### config.mk
export PLATFORM = sky130hd
export DESIGN_NAME = ocfr_fault_response
export DESIGN_NICKNAME = d
export VERILOG_FILES = /design/src/ocfr_pkg.sv /design/src/ocfr_unit_ticker.sv /design/src/ocfr_fault_response.sv
export SDC_FILE = /design/constraint.sdc
export NUM_CORES = 1
export LEC_CHECK = 0
export ABC_AREA = 1
export BUFFER_PORTS_ARGS = -buffer_cell sky130_fd_sc_hd__buf_4
export CAP_MARGIN = 20
export CORE_ASPECT_RATIO = 1.5
export CORE_MARGIN = 2
export CORE_UTILIZATION = 58
export DETAILED_ROUTE_END_ITERATION = 12
export GPL_ROUTABILITY_DRIVEN = 0
export HOLD_SLACK_MARGIN = 0.02
export PLACE_DENSITY = 0.8
export REMOVE_ABC_BUFFERS = 1
export SLEW_MARGIN = 10
export SYNTH_ARGS = -nofsm -noshare
export SYNTH_HDL_FRONTEND = slang
export SYNTH_HIERARCHICAL = 1
export SYNTH_SLANG_ARGS = --single-unit
### constraint.sdc
create_clock -name ref_clk -period 2.5 [get_ports ref_clk]
set_input_delay 0.125 -clock ref_clk [delete_from_list [all_inputs] [get_ports ref_clk]]
set_output_delay 0.125 -clock ref_clk [all_outputs]
set_load 0.03 [all_outputs]
### src/ocfr_pkg.sv
package ocfr_pkg;

  // command codes of the three registers
  localparam logic [7:0] OCFR_CMD_OC_WARN   = 8'h4A;
  localparam logic [7:0] OCFR_CMD_UC_FAULT  = 8'h4B;
  localparam logic [7:0] OCFR_CMD_UC_ACTION = 8'h4C;

  // reset values
  localparam logic [15:0] OCFR_OC_WARN_RST   = 16'h0000;
  localparam logic [15:0] OCFR_UC_FAULT_RST  = 16'h0000;
  localparam logic [7:0]  OCFR_UC_ACTION_RST = 8'h00;

  // action byte field positions
  localparam int OCFR_RESP_HI  = 7;
  localparam int OCFR_RESP_LO  = 6;
  localparam int OCFR_RETRY_HI = 5;
  localparam int OCFR_RETRY_LO = 3;
  localparam int OCFR_DELAY_HI = 2;
  localparam int OCFR_DELAY_LO = 0;
  // linear format: mantissa in low eleven bits
  localparam int OCFR_MANT_HI  = 10;

  // response modes and special retry codes
  localparam logic [1:0] OCFR_RESP_IGNORE   = 2'h0;
  localparam logic [1:0] OCFR_RESP_CONTINUE = 2'h1;
  localparam logic [1:0] OCFR_RESP_RETRY    = 2'h2;
  localparam logic [1:0] OCFR_RESP_RESUME   = 2'h3;
  localparam logic [2:0] OCFR_RETRY_NONE    = 3'h0;
  localparam logic [2:0] OCFR_RETRY_FOREVER = 3'h7;

  // timing
  localparam int OCFR_CLK_PERIOD_NS = 20;
  localparam int OCFR_CONT_UNIT_US  = 10000;
  localparam int OCFR_RETRY_UNIT_US = 8200;
  localparam int OCFR_CONT_UNIT_CYC =
    OCFR_CONT_UNIT_US * 1000 / OCFR_CLK_PERIOD_NS;
  localparam int OCFR_RETRY_UNIT_CYC =
    OCFR_RETRY_UNIT_US * 1000 / OCFR_CLK_PERIOD_NS;

  // register access port of the management bus engine
  typedef struct packed {
    logic        wr;
    logic        rd;
    logic [7:0]  code;
    logic [15:0] data;
  } ocfr_cmd_t;

  typedef struct packed {
    logic        valid;
    logic        hit;
    logic [15:0] data;
  } ocfr_rsp_t;

endpackage

### src/ocfr_unit_ticker.sv
`timescale 1ns/1ns
`default_nettype none
module ocfr_unit_ticker #(
  parameter int unsigned PERIOD = 2
) (
  input  wire logic ref_clk,
  input  wire logic reset_n,
  input  wire logic restart,
  output logic      tick
);
  localparam int W = (PERIOD > 2) ? $clog2(PERIOD) : 1;
  localparam logic [W-1:0] LAST = W'(PERIOD - 1);

  logic [W-1:0] cnt;
  wire          at_last = (cnt == LAST);

  // free count of one unit, realigned by restart
  always_ff @(posedge ref_clk) begin
    if (!reset_n || restart || at_last) begin
      cnt <= '0;
    end else begin
      cnt <= cnt + W'(1);
    end
  end

  // one-cycle enable on the last cycle of each unit; not registered so
  // the caller can decide on the very edge that completes the unit
  assign tick = at_last;
endmodule
`default_nettype wire

### src/ocfr_fault_response.sv
`timescale 1ns/1ns
`default_nettype none
module ocfr_fault_response
  import ocfr_pkg::*;
#(
  parameter int unsigned CONT_UNIT_CYC  = OCFR_CONT_UNIT_CYC,
  parameter int unsigned RETRY_UNIT_CYC = OCFR_RETRY_UNIT_CYC
) (
  input  wire logic        ref_clk,
  input  wire logic        reset_n,
  input  wire ocfr_cmd_t   cmd,
  input  wire logic        clear_faults,
  input  wire logic [15:0] output_current,
  input  wire logic        output_request,
  input  wire logic        other_fault_shutdown,
  output ocfr_rsp_t        rsp,
  output logic             output_enable,
  output logic             alert_line_out,
  output logic             alert_line_oe,
  output logic             uc_fault_flag,
  output logic             oc_warn_flag
);

  typedef enum logic [2:0] {
    ST_RUN,
    ST_CONT,
    ST_WAIT,
    ST_TRY,
    ST_LATCH,
    ST_HOLD
  } ocfr_state_t;

  ocfr_state_t state;
  ocfr_state_t next_state;

  logic [15:0] over_current_warning_threshold;
  logic [15:0] under_current_fault_threshold;
  logic [7:0]  under_current_fault_action;
  logic [2:0]  units_done;
  logic [2:0]  attempts;
  logic [2:0]  next_attempts;
  logic        timer_restart;
  logic        cont_tick;
  logic        retry_tick;

  // register write decode
  wire wr_oc  = cmd.wr && (cmd.code == OCFR_CMD_OC_WARN);
  wire wr_uc  = cmd.wr && (cmd.code == OCFR_CMD_UC_FAULT);
  wire wr_act = cmd.wr && (cmd.code == OCFR_CMD_UC_ACTION);
  wire rd_hit = (cmd.code == OCFR_CMD_OC_WARN) ||
                (cmd.code == OCFR_CMD_UC_FAULT) ||
                (cmd.code == OCFR_CMD_UC_ACTION);

  // read data select, unmapped codes read zero
  wire [15:0] rd_mux =
    (cmd.code == OCFR_CMD_OC_WARN)   ? over_current_warning_threshold :
    (cmd.code == OCFR_CMD_UC_FAULT)  ? under_current_fault_threshold :
    (cmd.code == OCFR_CMD_UC_ACTION) ? {8'h00, under_current_fault_action} :
                                       16'h0000;

  // action byte fields
  // standard response layout
  wire [1:0] resp  = under_current_fault_action[OCFR_RESP_HI:OCFR_RESP_LO];
  wire [2:0] retry = under_current_fault_action[OCFR_RETRY_HI:OCFR_RETRY_LO];
  wire [2:0] delay = under_current_fault_action[OCFR_DELAY_HI:OCFR_DELAY_LO];

  // both thresholds share the measurement exponent; compare mantissas
  // limitation: exponents are not compared; a threshold written with a
  // different exponent than the measurement gives a wrong decision
  wire signed [10:0] cur_m  = output_current[OCFR_MANT_HI:0];
  wire signed [10:0] warn_m =
    over_current_warning_threshold[OCFR_MANT_HI:0];
  wire signed [10:0] uc_m   =
    under_current_fault_threshold[OCFR_MANT_HI:0];
  wire oc_seen = cur_m > warn_m;
  wire uc_seen = cur_m < uc_m;

  wire retry_exhausted = (retry != OCFR_RETRY_FOREVER) && (attempts == retry);
  // output states are judged on the next state so output_enable lands
  // on the same edge as the decision, one cycle after the fault is seen
  wire out_state = (next_state == ST_RUN) || (next_state == ST_CONT) ||
                   (next_state == ST_TRY);

  // both unit timers realign on every timer restart, so a unit always
  // counts whole from the restart edge, never from a stale phase
  // continue-operating unit ticker
  ocfr_unit_ticker #(
    .PERIOD (CONT_UNIT_CYC)
  ) u_cont_unit (
    .ref_clk (ref_clk),
    .reset_n (reset_n),
    .restart (timer_restart),
    .tick    (cont_tick)
  );

  ocfr_unit_ticker #(
    .PERIOD (RETRY_UNIT_CYC)
  ) u_retry_unit (
    .ref_clk (ref_clk),
    .reset_n (reset_n),
    .restart (timer_restart),
    .tick    (retry_tick)
  );

  wire unit_tick = (state == ST_CONT) ? cont_tick : retry_tick;

  // delay as plain count
  // looks ahead on the unit's last cycle, so the decision edge is the one
  // where the count reaches the delay; otherwise every interval would run
  // long and attempt spacing would drift from delay times unit
  wire unit_last = unit_tick && (units_done + 3'h1 == delay);
  wire expired   = (units_done == delay) || unit_last;

  // response sequencer; a host disable always ends retrying
  always_comb begin
    next_state    = state;
    next_attempts = attempts;
    timer_restart = 1'b0;
    if (other_fault_shutdown) begin
      next_state = ST_LATCH;
    end else if (!output_request && state != ST_LATCH) begin
      // commanding the output off stops retries
      next_state = ST_RUN;
    end else begin
      unique case (state)
        ST_RUN: begin
          if (uc_seen) begin
            unique case (resp)
              OCFR_RESP_IGNORE: next_state = ST_RUN;
              OCFR_RESP_CONTINUE: begin
                next_state    = ST_CONT;
                timer_restart = 1'b1;
              end
              OCFR_RESP_RETRY: begin
                next_attempts = 3'h0;
                timer_restart = 1'b1;
                next_state = (retry == OCFR_RETRY_NONE) ? ST_LATCH : ST_WAIT;
              end
              OCFR_RESP_RESUME: next_state = ST_HOLD;
            endcase
          end
        end
        ST_CONT: begin
          if (expired) begin
            timer_restart = 1'b1;
            next_attempts = 3'h0;
            // fault still present acts per retry field
            if (!uc_seen) begin
              next_state = ST_RUN;
            end else if (retry == OCFR_RETRY_NONE) begin
              next_state = ST_LATCH;
            end else begin
              next_state = ST_WAIT;
            end
          end
        end
        ST_WAIT: begin
          if (expired) begin
            // latch off once attempts run out
            if (retry_exhausted) begin
              next_state = ST_LATCH;
            end else begin
              // each attempt restarts the spacing timer
              next_state    = ST_TRY;
              next_attempts = attempts + 3'h1;
              timer_restart = 1'b1;
            end
          end
        end
        ST_TRY: begin
          // a failed attempt goes off but keeps the attempt's timer
          if (uc_seen) begin
            next_state = ST_WAIT;
          end else if (expired) begin
            next_state = ST_RUN;
          end
        end
        ST_LATCH: begin
          // only a fault clear restores the output
          if (clear_faults) begin
            next_state = ST_RUN;
          end
        end
        ST_HOLD: begin
          if (!uc_seen) begin
            next_state = ST_RUN;
          end
        end
        default: next_state = ST_LATCH;
      endcase
    end
  end

  // state and attempt count
  always_ff @(posedge ref_clk) begin
    if (!reset_n) begin
      state    <= ST_RUN;
      attempts <= 3'h0;
    end else begin
      state    <= next_state;
      attempts <= next_attempts;
    end
  end

  // elapsed units since the last timer restart; saturates at seven
  always_ff @(posedge ref_clk) begin
    if (!reset_n || timer_restart) begin
      units_done <= 3'h0;
    end else if (unit_tick && units_done != 3'h7) begin
      units_done <= units_done + 3'h1;
    end
  end

  // threshold and action registers
  always_ff @(posedge ref_clk) begin
    if (!reset_n) begin
      over_current_warning_threshold <= OCFR_OC_WARN_RST;
      under_current_fault_threshold  <= OCFR_UC_FAULT_RST;
      under_current_fault_action     <= OCFR_UC_ACTION_RST;
    end else begin
      if (wr_oc) over_current_warning_threshold <= cmd.data;
      if (wr_uc) under_current_fault_threshold <= cmd.data;
      if (wr_act) under_current_fault_action <= cmd.data[7:0];
    end
  end

  // sticky flags; a detection in the clear cycle wins over the clear
  // flag and alert on every under-current fault
  always_ff @(posedge ref_clk) begin
    if (!reset_n) begin
      uc_fault_flag  <= 1'b0;
      oc_warn_flag   <= 1'b0;
      alert_line_oe  <= 1'b0;
    end else begin
      uc_fault_flag <= uc_seen || (uc_fault_flag && !clear_faults);
      oc_warn_flag  <= oc_seen || (oc_warn_flag && !clear_faults);
      alert_line_oe <= uc_seen || oc_seen ||
                       ((uc_fault_flag || oc_warn_flag) && !clear_faults);
    end
  end

  // open-drain alert only ever drives low
  always_ff @(posedge ref_clk) begin
    if (!reset_n) begin
      alert_line_out <= 1'b0;
      output_enable  <= 1'b0;
    end else begin
      alert_line_out <= 1'b0;
      output_enable  <= output_request && out_state;
    end
  end

  // read answer one cycle after the request
  // idle cycles answer zero so a stale word never looks like an answer
  always_ff @(posedge ref_clk) begin
    if (!reset_n) begin
      rsp <= '0;
    end else begin
      rsp.valid <= cmd.rd;
      rsp.hit   <= cmd.rd && rd_hit;
      rsp.data  <= cmd.rd ? rd_mux : 16'h0000;
    end
  end

endmodule
`default_nettype wire

==> flow_metrics.env, run 1 <==
export IMPL_syn2layout_area_growth_pct=16.5
export IMPL_antenna_found_initial=0
export IMPL_post_route_period_util_pct=94.4
export IMPL_whs_endpoint="over_current_warning_threshold[12]$_SDFFE_PN0P_"
export IMPL_fin_worst_skew_ns=0.00624
export IMPL_power_frac_seq_pct=49.8
export IMPL_finalSetupViolCount=0
export IMPL_rsz0062_at_grt="true"
export IMPL_synth_area_um2=5780
export IMPL_p_clk_share_pct=41.7
export IMPL_power_density_nw_per_um2=529
export IMPL_synth_top_cells_by_area="dfxtp_1 (38%), nand2_1 (12%), inv_1 (7.0%)"
export IMPL_tightestPinTransition_ns=0.791
export IMPL_cpMaxStageDelayCell="dfxtp_1"
export IMPL_nNetsFinal=961
export IMPL_cp_required_ns=2.73
export IMPL_finalMaxSlewViolations=0
export IMPL_fin_crit_ns=2.36
export IMPL_yosys_warnings=6
export IMPL_ant_nets=0
export IMPL_fin_util_pct=69.4
export IMPL_core_area_um2=9690
export IMPL_synth_enable_flop_cells=0
export IMPL_drt_first_pass_iters=5
export IMPL_grt_total_usage_pct=24.2
export IMPL_first_global_vias=5178
export IMPL_drive_above_1_share_pct=17.2
export IMPL_min_from="cmd[12]"
export IMPL_crit_path_cell_trace="ha_2 -> nand2_2 -> nor2_4 -> nand3_4 -> inv_1 -> nand4_1 -> nand2_2 -> nand3_2 -> nand2_4 -> nand3_1 -> nand3_1 -> nand3_1 -> inv_2 -> nor2_4 -> nand2_4 -> nor2_1"
export IMPL_via_per_inst=5.46
export IMPL_yosysSeqAreaShare_pct=37.8
export IMPL_reg2reg_slack_ns=0.14
export IMPL_p_sw_w=0.000891
export IMPL_worstReg2RegEnd="u_retry_unit/cnt[9]$_SDFF_PP0_"
export IMPL_irDropWorstVdd_mv=0.507
export IMPL_worst_path_most_repeated_cell="nand3_1"
export IMPL_crit_type="reg -> reg"
export IMPL_grt_start_max_net_pins=37
export IMPL_crit_path_end_kind="flip-flop"
export IMPL_critical_path_max_fanout=10
export IMPL_cts_sinks=109
export IMPL_path_clk_slew_ns=0.07
export IMPL_num_vias=5486
export IMPL_ys_top_cells_by_count="nand2_1 (191), dfxtp_1 (109), inv_1 (107)"
export IMPL_p_int_w=0.00267
export IMPL_max_stage_delay_ns=0.36
export IMPL_dieArea_um2=10800
export IMPL_cts_root_buf="clkbuf_16"
export IMPL_max_freq_mhz=424
export IMPL_core_rowCount=44
export IMPL_final_cell_count_no_fill=1004
export IMPL_post_synth_top_count_cell="nand2_1"
export IMPL_clk_path_buf_depth=2
export IMPL_worstPathArrival_ns=2.59
export IMPL_postCtsHoldBufs=0
export IMPL_ys_flop_type="dfxtp_1"
export IMPL_portBuffers=63
export IMPL_synth_area_leader_cell="dfxtp_1"
export IMPL_p_leak_nw=2.73
export IMPL_async_flop_share_pct=0
export IMPL_ios=70
export IMPL_ys_ff_latch=109
export IMPL_detail_route_wl_per_cell_um=13.7
export IMPL_drt_iter0_drc=281
export IMPL_tritoncts="yes"
export IMPL_fill_cells=785
export IMPL_ys_types=37
export IMPL_num_antenna_cells=0
export IMPL_gr_total_overflow=0
export IMPL_die_w_um=85.5
export IMPL_start_kind="flip-flop"
export IMPL_maxCapViolCount=0
export IMPL_switching_share_pct=25.0
export IMPL_numCtsBuffers=9
export IMPL_grt_pass1_wl_um=21400
export IMPL_remaining_drc_errors=0
export IMPL_p_comb_share_pct=8.5
export IMPL_relSlewSlack_pct=47.1
export IMPL_dp_hpwl_um=9830
export IMPL_hold_viol_final=0
export IMPL_initial_core_util_pct=59.6
export IMPL_worstReg2RegStart="u_cont_unit/cnt[1]$_SDFF_PP0_"
export IMPL_avgSynthCellArea_um2=7.06
export IMPL_die_y_um=126
export IMPL_whs_path_depth=3
export IMPL_post_cts_setup_buffers=0
export IMPL_dpl_cell_count=985
export IMPL_hp_class="in -> reg"
export IMPL_detail_route_wirelength_um=13800
export IMPL_reg2reg_depth=16
export IMPL_synth_top_area_share_pct=37.8
export IMPL_postSynthCellCount=818
export IMPL_status="completed"
export IMPL_worstSkewPairLatency_ns=0.34
export IMPL_cts_htree_levels=3
## power groups by stage
stage / clock network [W] / registers, W / logic, W
floorplan: 0 / 0.00182 / 0.000151
global placement: 0 / 0.00181 / 0.000280
detailed placement: 0 / 0.00181 / 0.000288
CTS: 0.00150 / 0.00177 / 0.000291
global route: 0.00156 / 0.00178 / 0.000337
finish: 0.00148 / 0.00177 / 0.000303
## cells in the final DEF, fill, tap and decap left out, types with 3 or more instances in the layout
master	instances
a21oi_1	77
a221oi_1	4
a31oi_1	5
buf_4	71
clkbuf_16	9
dfxtp_1	108
ha_1	27
inv_1	106
inv_2	5
inv_6	3
nand2_1	191
nand2_2	10
nand2_4	5
nand3_1	52
nand3_2	3
nand4_1	12
nor2_1	76
nor2_2	23
nor2_4	7
o21ai_0	43
xnor2_1	13
xor2_1	9
## logic make-up after synthesis
group,share of synthesized area (%)
AOI/OAI and AO/OA,12.0
xor gates and xnor gates,3.34
adders and majority gates,6.50
buffers and inverters,9.29
DFF,37.8
muxes,0.195
other,0.0649
and+or+nand+nor,30.9
## layer usage
layer	vias to the layer above	routed length (um)	global-route usage, %
met4	0	422	10.7
met1	2533	5120	24.5
met3	40	635	4.06
met2	164	7570	46.9
li1	2749	-	-
met5	-	0	0
## how the worst max path moves through the flow
stage / start / endpoint / slack (ns) / depth (start not counted)
finish: u_cont_unit/cnt[1]$_SDFF_PP0_ / u_retry_unit/cnt[9]$_SDFF_PP0_ / 0.14 / 16
floorplan: u_cont_unit/cnt[0]$_SDFF_PP0_ / u_cont_unit/cnt[10]$_SDFF_PP0_ / 0.45 / 16
detailed placement: under_current_fault_threshold[10]$_SDFFE_PN0P_ / u_cont_unit/cnt[13]$_SDFF_PP0_ / 0.13 / 15
CTS: under_current_fault_threshold[10]$_SDFFE_PN0P_ / u_cont_unit/cnt[13]$_SDFF_PP0_ / 0.11 / 15
global route: under_current_fault_threshold[10]$_SDFFE_PN0P_ / u_cont_unit/cnt[17]$_SDFF_PP0_ / -0.03 / 15
global placement: under_current_fault_threshold[10]$_SDFFE_PN0P_ / u_cont_unit/cnt[18]$_SDFF_PP0_ / 0.20 / 14
## registers in the layout (all words and copies together) (netlist names)
register and count:
output_enable 1, under_current_fault_action 8, units_done 3, over_current_warning_threshold 16
alert_line_oe 1, attempts 3, oc_warn_flag 1, u_retry_unit/cnt 19
state 3, under_current_fault_threshold 16, rsp 18, uc_fault_flag 1
u_cont_unit/cnt 19
## worst max-delay path, delay by kind of cell (launching register included)
| family | cells | cell delay (ns) |
|---|---|---|
| fa+ha+maj | 1 | 0.22 |
| flops | 1 | 0.36 |
| simple gates | 13 | 1.45 |
| buf+inv | 2 | 0.23 |
## stage by stage
step / area, um^2 / total power (W) / hold slack [ns] / setup slack, ns / TNS (ns)
6_report: 6730 / 0.00356 / 0.0414 / 0.140 / 0
5_1_grt: 6730 / 0.00367 / 0.0419 / -0.0300 / -0.0832
4_1_cts: 6640 / 0.00356 / 0.0348 / 0.106 / 0
3_5_place_dp: 6340 / 0.00210 / 0.398 / 0.134 / 0
3_3_place_gp: 6340 / 0.00209 / 0.391 / 0.201 / 0
2_1_floorplan: 5660 / 0.00198 / 0.241 / 0.451 / 0
## what timing repair did
action,in CTS,in global routing
resized for setup,0,15
hold endpoints to repair,0,0
setup endpoints to repair,0,38
## final cells by class
| type | instances | area [um^2] | area share, % |
|---|---|---|---|
| Multi-Input combinational cell | 581 | 3140 | 46.7 |
| Sequential cell | 109 | 2180 | 32.5 |
| Timing Repair Buffer | 71 | 533 | 7.92 |
| Inverter | 112 | 420 | 6.25 |
| Clock buffer | 9 | 225 | 3.35 |
| Tap cell | 115 | 144 | 2.14 |
| Clock inverter | 7 | 80.1 | 1.19 |
Power figures use the tool's default switching activity.
==> inputs of run 2 (changes only) <==
--- a/config.mk
+++ b/config.mk
@@ -10,11 +10,10 @@
 export CAP_MARGIN = 20
 export CORE_ASPECT_RATIO = 1.5
 export CORE_MARGIN = 2
-export CORE_UTILIZATION = 58
+export CORE_UTILIZATION = 35
 export DETAILED_ROUTE_END_ITERATION = 12
 export GPL_ROUTABILITY_DRIVEN = 0
 export HOLD_SLACK_MARGIN = 0.02
-export PLACE_DENSITY = 0.8
 export REMOVE_ABC_BUFFERS = 1
 export SLEW_MARGIN = 10
 export SYNTH_ARGS = -nofsm -noshare
==> run 2 against run 1 <==
Compared with the run above: final area up 2.0%; hold slack worse by 0.0058 ns; die area up 63%; clock skew up 0.0046 ns; sequential power about the same; via count down 3.4%.
==> flow_metrics.env, run 2 (synthesized netlist as in run 1, its figures left out) <==
export IMPL_post_route_period_util_pct=90.2
export IMPL_cts_htree_levels=3
export IMPL_first_global_vias=4993
export IMPL_finalSetupViolCount=0
export IMPL_met3_length_um=366
export IMPL_relSlewSlack_pct=57.8
export IMPL_start_kind="flip-flop"
export IMPL_drive_above_1_share_pct=17.5
export IMPL_finalMaxSlewViolations=0
export IMPL_via_per_inst=4.83
export IMPL_num_vias=5298
export IMPL_multiInputGateArea_um2=3150
export IMPL_cts_sinks=109
export IMPL_most_common_layout_cells="nand2_1 (191), dfxtp_1 (107), inv_1 (106), a21oi_1 (77), nor2_1 (77)"
export IMPL_switching_share_pct=25.7
export IMPL_drt_first_pass_iters=5
export IMPL_seqCellArea_um2=2180
export IMPL_worstPathArrival_ns=2.49
export IMPL_gr_total_overflow=0
export IMPL_grt_total_usage_pct=16.3
export IMPL_power_frac_seq_pct=50.6
export IMPL_grt_pass1_wl_um=22800
export IMPL_reg_top3="u_cont_unit/cnt x19, u_retry_unit/cnt x19, rsp x18"
export IMPL_fill_cells=1682
export IMPL_worstReg2RegEnd="u_retry_unit/cnt[11]$_SDFF_PP0_"
export IMPL_min_from="cmd[14]"
export IMPL_crit_type="reg -> reg"
export IMPL_hold_viol_final=0
export IMPL_fin_worst_skew_ns=0.0109
export IMPL_clk_path_buf_depth=2
export IMPL_hp_class="in -> reg"
export IMPL_cts_root_buf="clkbuf_16"
export IMPL_setup_ws_ns=0.246
export IMPL_fin_crit_ns=2.25
export IMPL_worstReg2RegStart="u_retry_unit/cnt[0]$_SDFF_PP0_"
export IMPL_whs_path_depth=3
export IMPL_initial_core_util_pct=35.7
export IMPL_tritoncts="yes"
export IMPL_place_ws_ns=0.161
export IMPL_die_w_um=109
export IMPL_critical_path_max_fanout=10
export IMPL_nNetsFinal=964
export IMPL_dieArea_um2=17600
export IMPL_maxCapViolCount=0
export IMPL_tightestPinTransition_ns=0.630
export IMPL_die_y_um=161
export IMPL_power_density_nw_per_um2=511
export IMPL_p_sw_w=0.000903
export IMPL_num_antenna_cells=0
export IMPL_p_clk_share_pct=40.6
export IMPL_p_comb_share_pct=8.7
export IMPL_antenna_found_initial=0
export IMPL_ant_nets=0
export IMPL_syn2layout_area_growth_pct=18.8
export IMPL_ios=70
export IMPL_rsz0062_at_grt="false"
export IMPL_path_clk_slew_ns=0.08
export IMPL_crit_path_end_kind="flip-flop"
export IMPL_reg2reg_depth=16
export IMPL_core_area_um2=16200
export IMPL_core_rowCount=57
export IMPL_wl_met1_um=5440
export IMPL_final_common_cell="nand2_1"
export IMPL_drt_iter0_drc=173
export IMPL_numCtsBuffers=9
export IMPL_worstSkewPairLatency_ns=0.35
export IMPL_cp_required_ns=2.74
export IMPL_p_int_w=0.00260
export IMPL_postCtsHoldBufs=0
export IMPL_p_leak_nw=2.73
export IMPL_max_freq_mhz=444
export IMPL_detail_route_wirelength_um=14000
export IMPL_met2_length_um=7760
export IMPL_top_layer_used="met4"
export IMPL_fin_util_pct=42.4
export IMPL_status="completed"
export IMPL_dp_hpwl_um=10400
export IMPL_setup_tns_final_ns=0
export IMPL_whs_endpoint="over_current_warning_threshold[14]$_SDFFE_PN0P_"
export IMPL_grt_start_max_net_pins=38
export IMPL_irDropWorstVdd_mv=0.312
export IMPL_remaining_drc_errors=0
export IMPL_reg2reg_slack_ns=0.25
export IMPL_portBuffers=63
export IMPL_detail_route_wl_per_cell_um=12.7
-- run 2: cell types whose count changed in the layout (fill, tap and decap cells not counted), sizes merged --
cell	change
clkinvlp	+1
bufinv	-1
buf	+3
clkbuf	+1
inv	-1
-- run 2: critical path, stage by stage, from the launching register on --
cell	delay, ns
dfxtp_2	0.36
ha_2	0.21
nand3_2	0.11
nor2_2	0.19
nand3_4	0.14
inv_1	0.11
nand2_2	0.06
nand2_2	0.07
nand3_2	0.08
nand2_4	0.11
nand3_1	0.09
nand3_1	0.11
nand3_1	0.11
inv_2	0.12
nor2_4	0.07
nand2_4	0.14
nor2_1	0.06
-- run 2: layer usage --
layer	vias to the layer above	GRT usage [%]
li1	2755	-
met1	2426	16.8
met2	85	32.3
met3	32	2.46
met4	0	5.65
met5	-	0
-- run 2: power groups by stage --
stage                     combinational [W]  sequential [W]  clock (W)
after global placement             0.000294         0.00181          0
after global routing               0.000342         0.00178    0.00153
after CTS                          0.000297         0.00177    0.00147
after detailed placement           0.000296         0.00181          0
final                              0.000306         0.00178    0.00143
after floorplan                    0.000151         0.00182          0
-- run 2: how the worst max path moves through the flow --
stage	startpoint	end	slack, ns	cells after the start
2_1_floorplan	u_cont_unit/cnt[0]$_SDFF_PP0_	u_cont_unit/cnt[10]$_SDFF_PP0_	0.45	16
3_3_place_gp	u_cont_unit/cnt[1]$_SDFF_PP0_	u_cont_unit/cnt[10]$_SDFF_PP0_	0.21	16
3_5_place_dp	u_cont_unit/cnt[1]$_SDFF_PP0_	u_cont_unit/cnt[9]$_SDFF_PP0_	0.16	16
4_1_cts	under_current_fault_threshold[10]$_SDFFE_PN0P_	u_cont_unit/cnt[14]$_SDFF_PP0_	0.12	15
5_1_grt	u_cont_unit/cnt[1]$_SDFF_PP0_	u_cont_unit/cnt[18]$_SDFF_PP0_	0.004	16
6_report	u_retry_unit/cnt[0]$_SDFF_PP0_	u_retry_unit/cnt[11]$_SDFF_PP0_	0.25	16
-- run 2: layout make-up --
class	count	area share [%]
Clock buffer	10	3.48
Clock inverter	6	0.802
Inverter	112	6.13
Multi-Input combinational cell	581	45.9
Sequential cell	109	31.8
Tap cell	206	3.76
Timing Repair Buffer	74	8.10
-- run 2: timing repair --
action | in CTS | in global routing
setup endpoints to repair | 0 | 38
resized for setup | 0 | 16
buffers inserted | 0 | 0
-- run 2: stage by stage --
stage / hold WS (ns) / std cells / power, W / instance area (um^2)
after floorplan: 0.241 / 799 / 0.00198 / 5660
after global routing: 0.0395 / 1098 / 0.00366 / 6860
after detailed placement: 0.403 / 1079 / 0.00211 / 6470
after global placement: 0.401 / 1079 / 0.00211 / 6470
after CTS: 0.0297 / 1095 / 0.00354 / 6770
final: 0.0356 / 1098 / 0.00351 / 6860
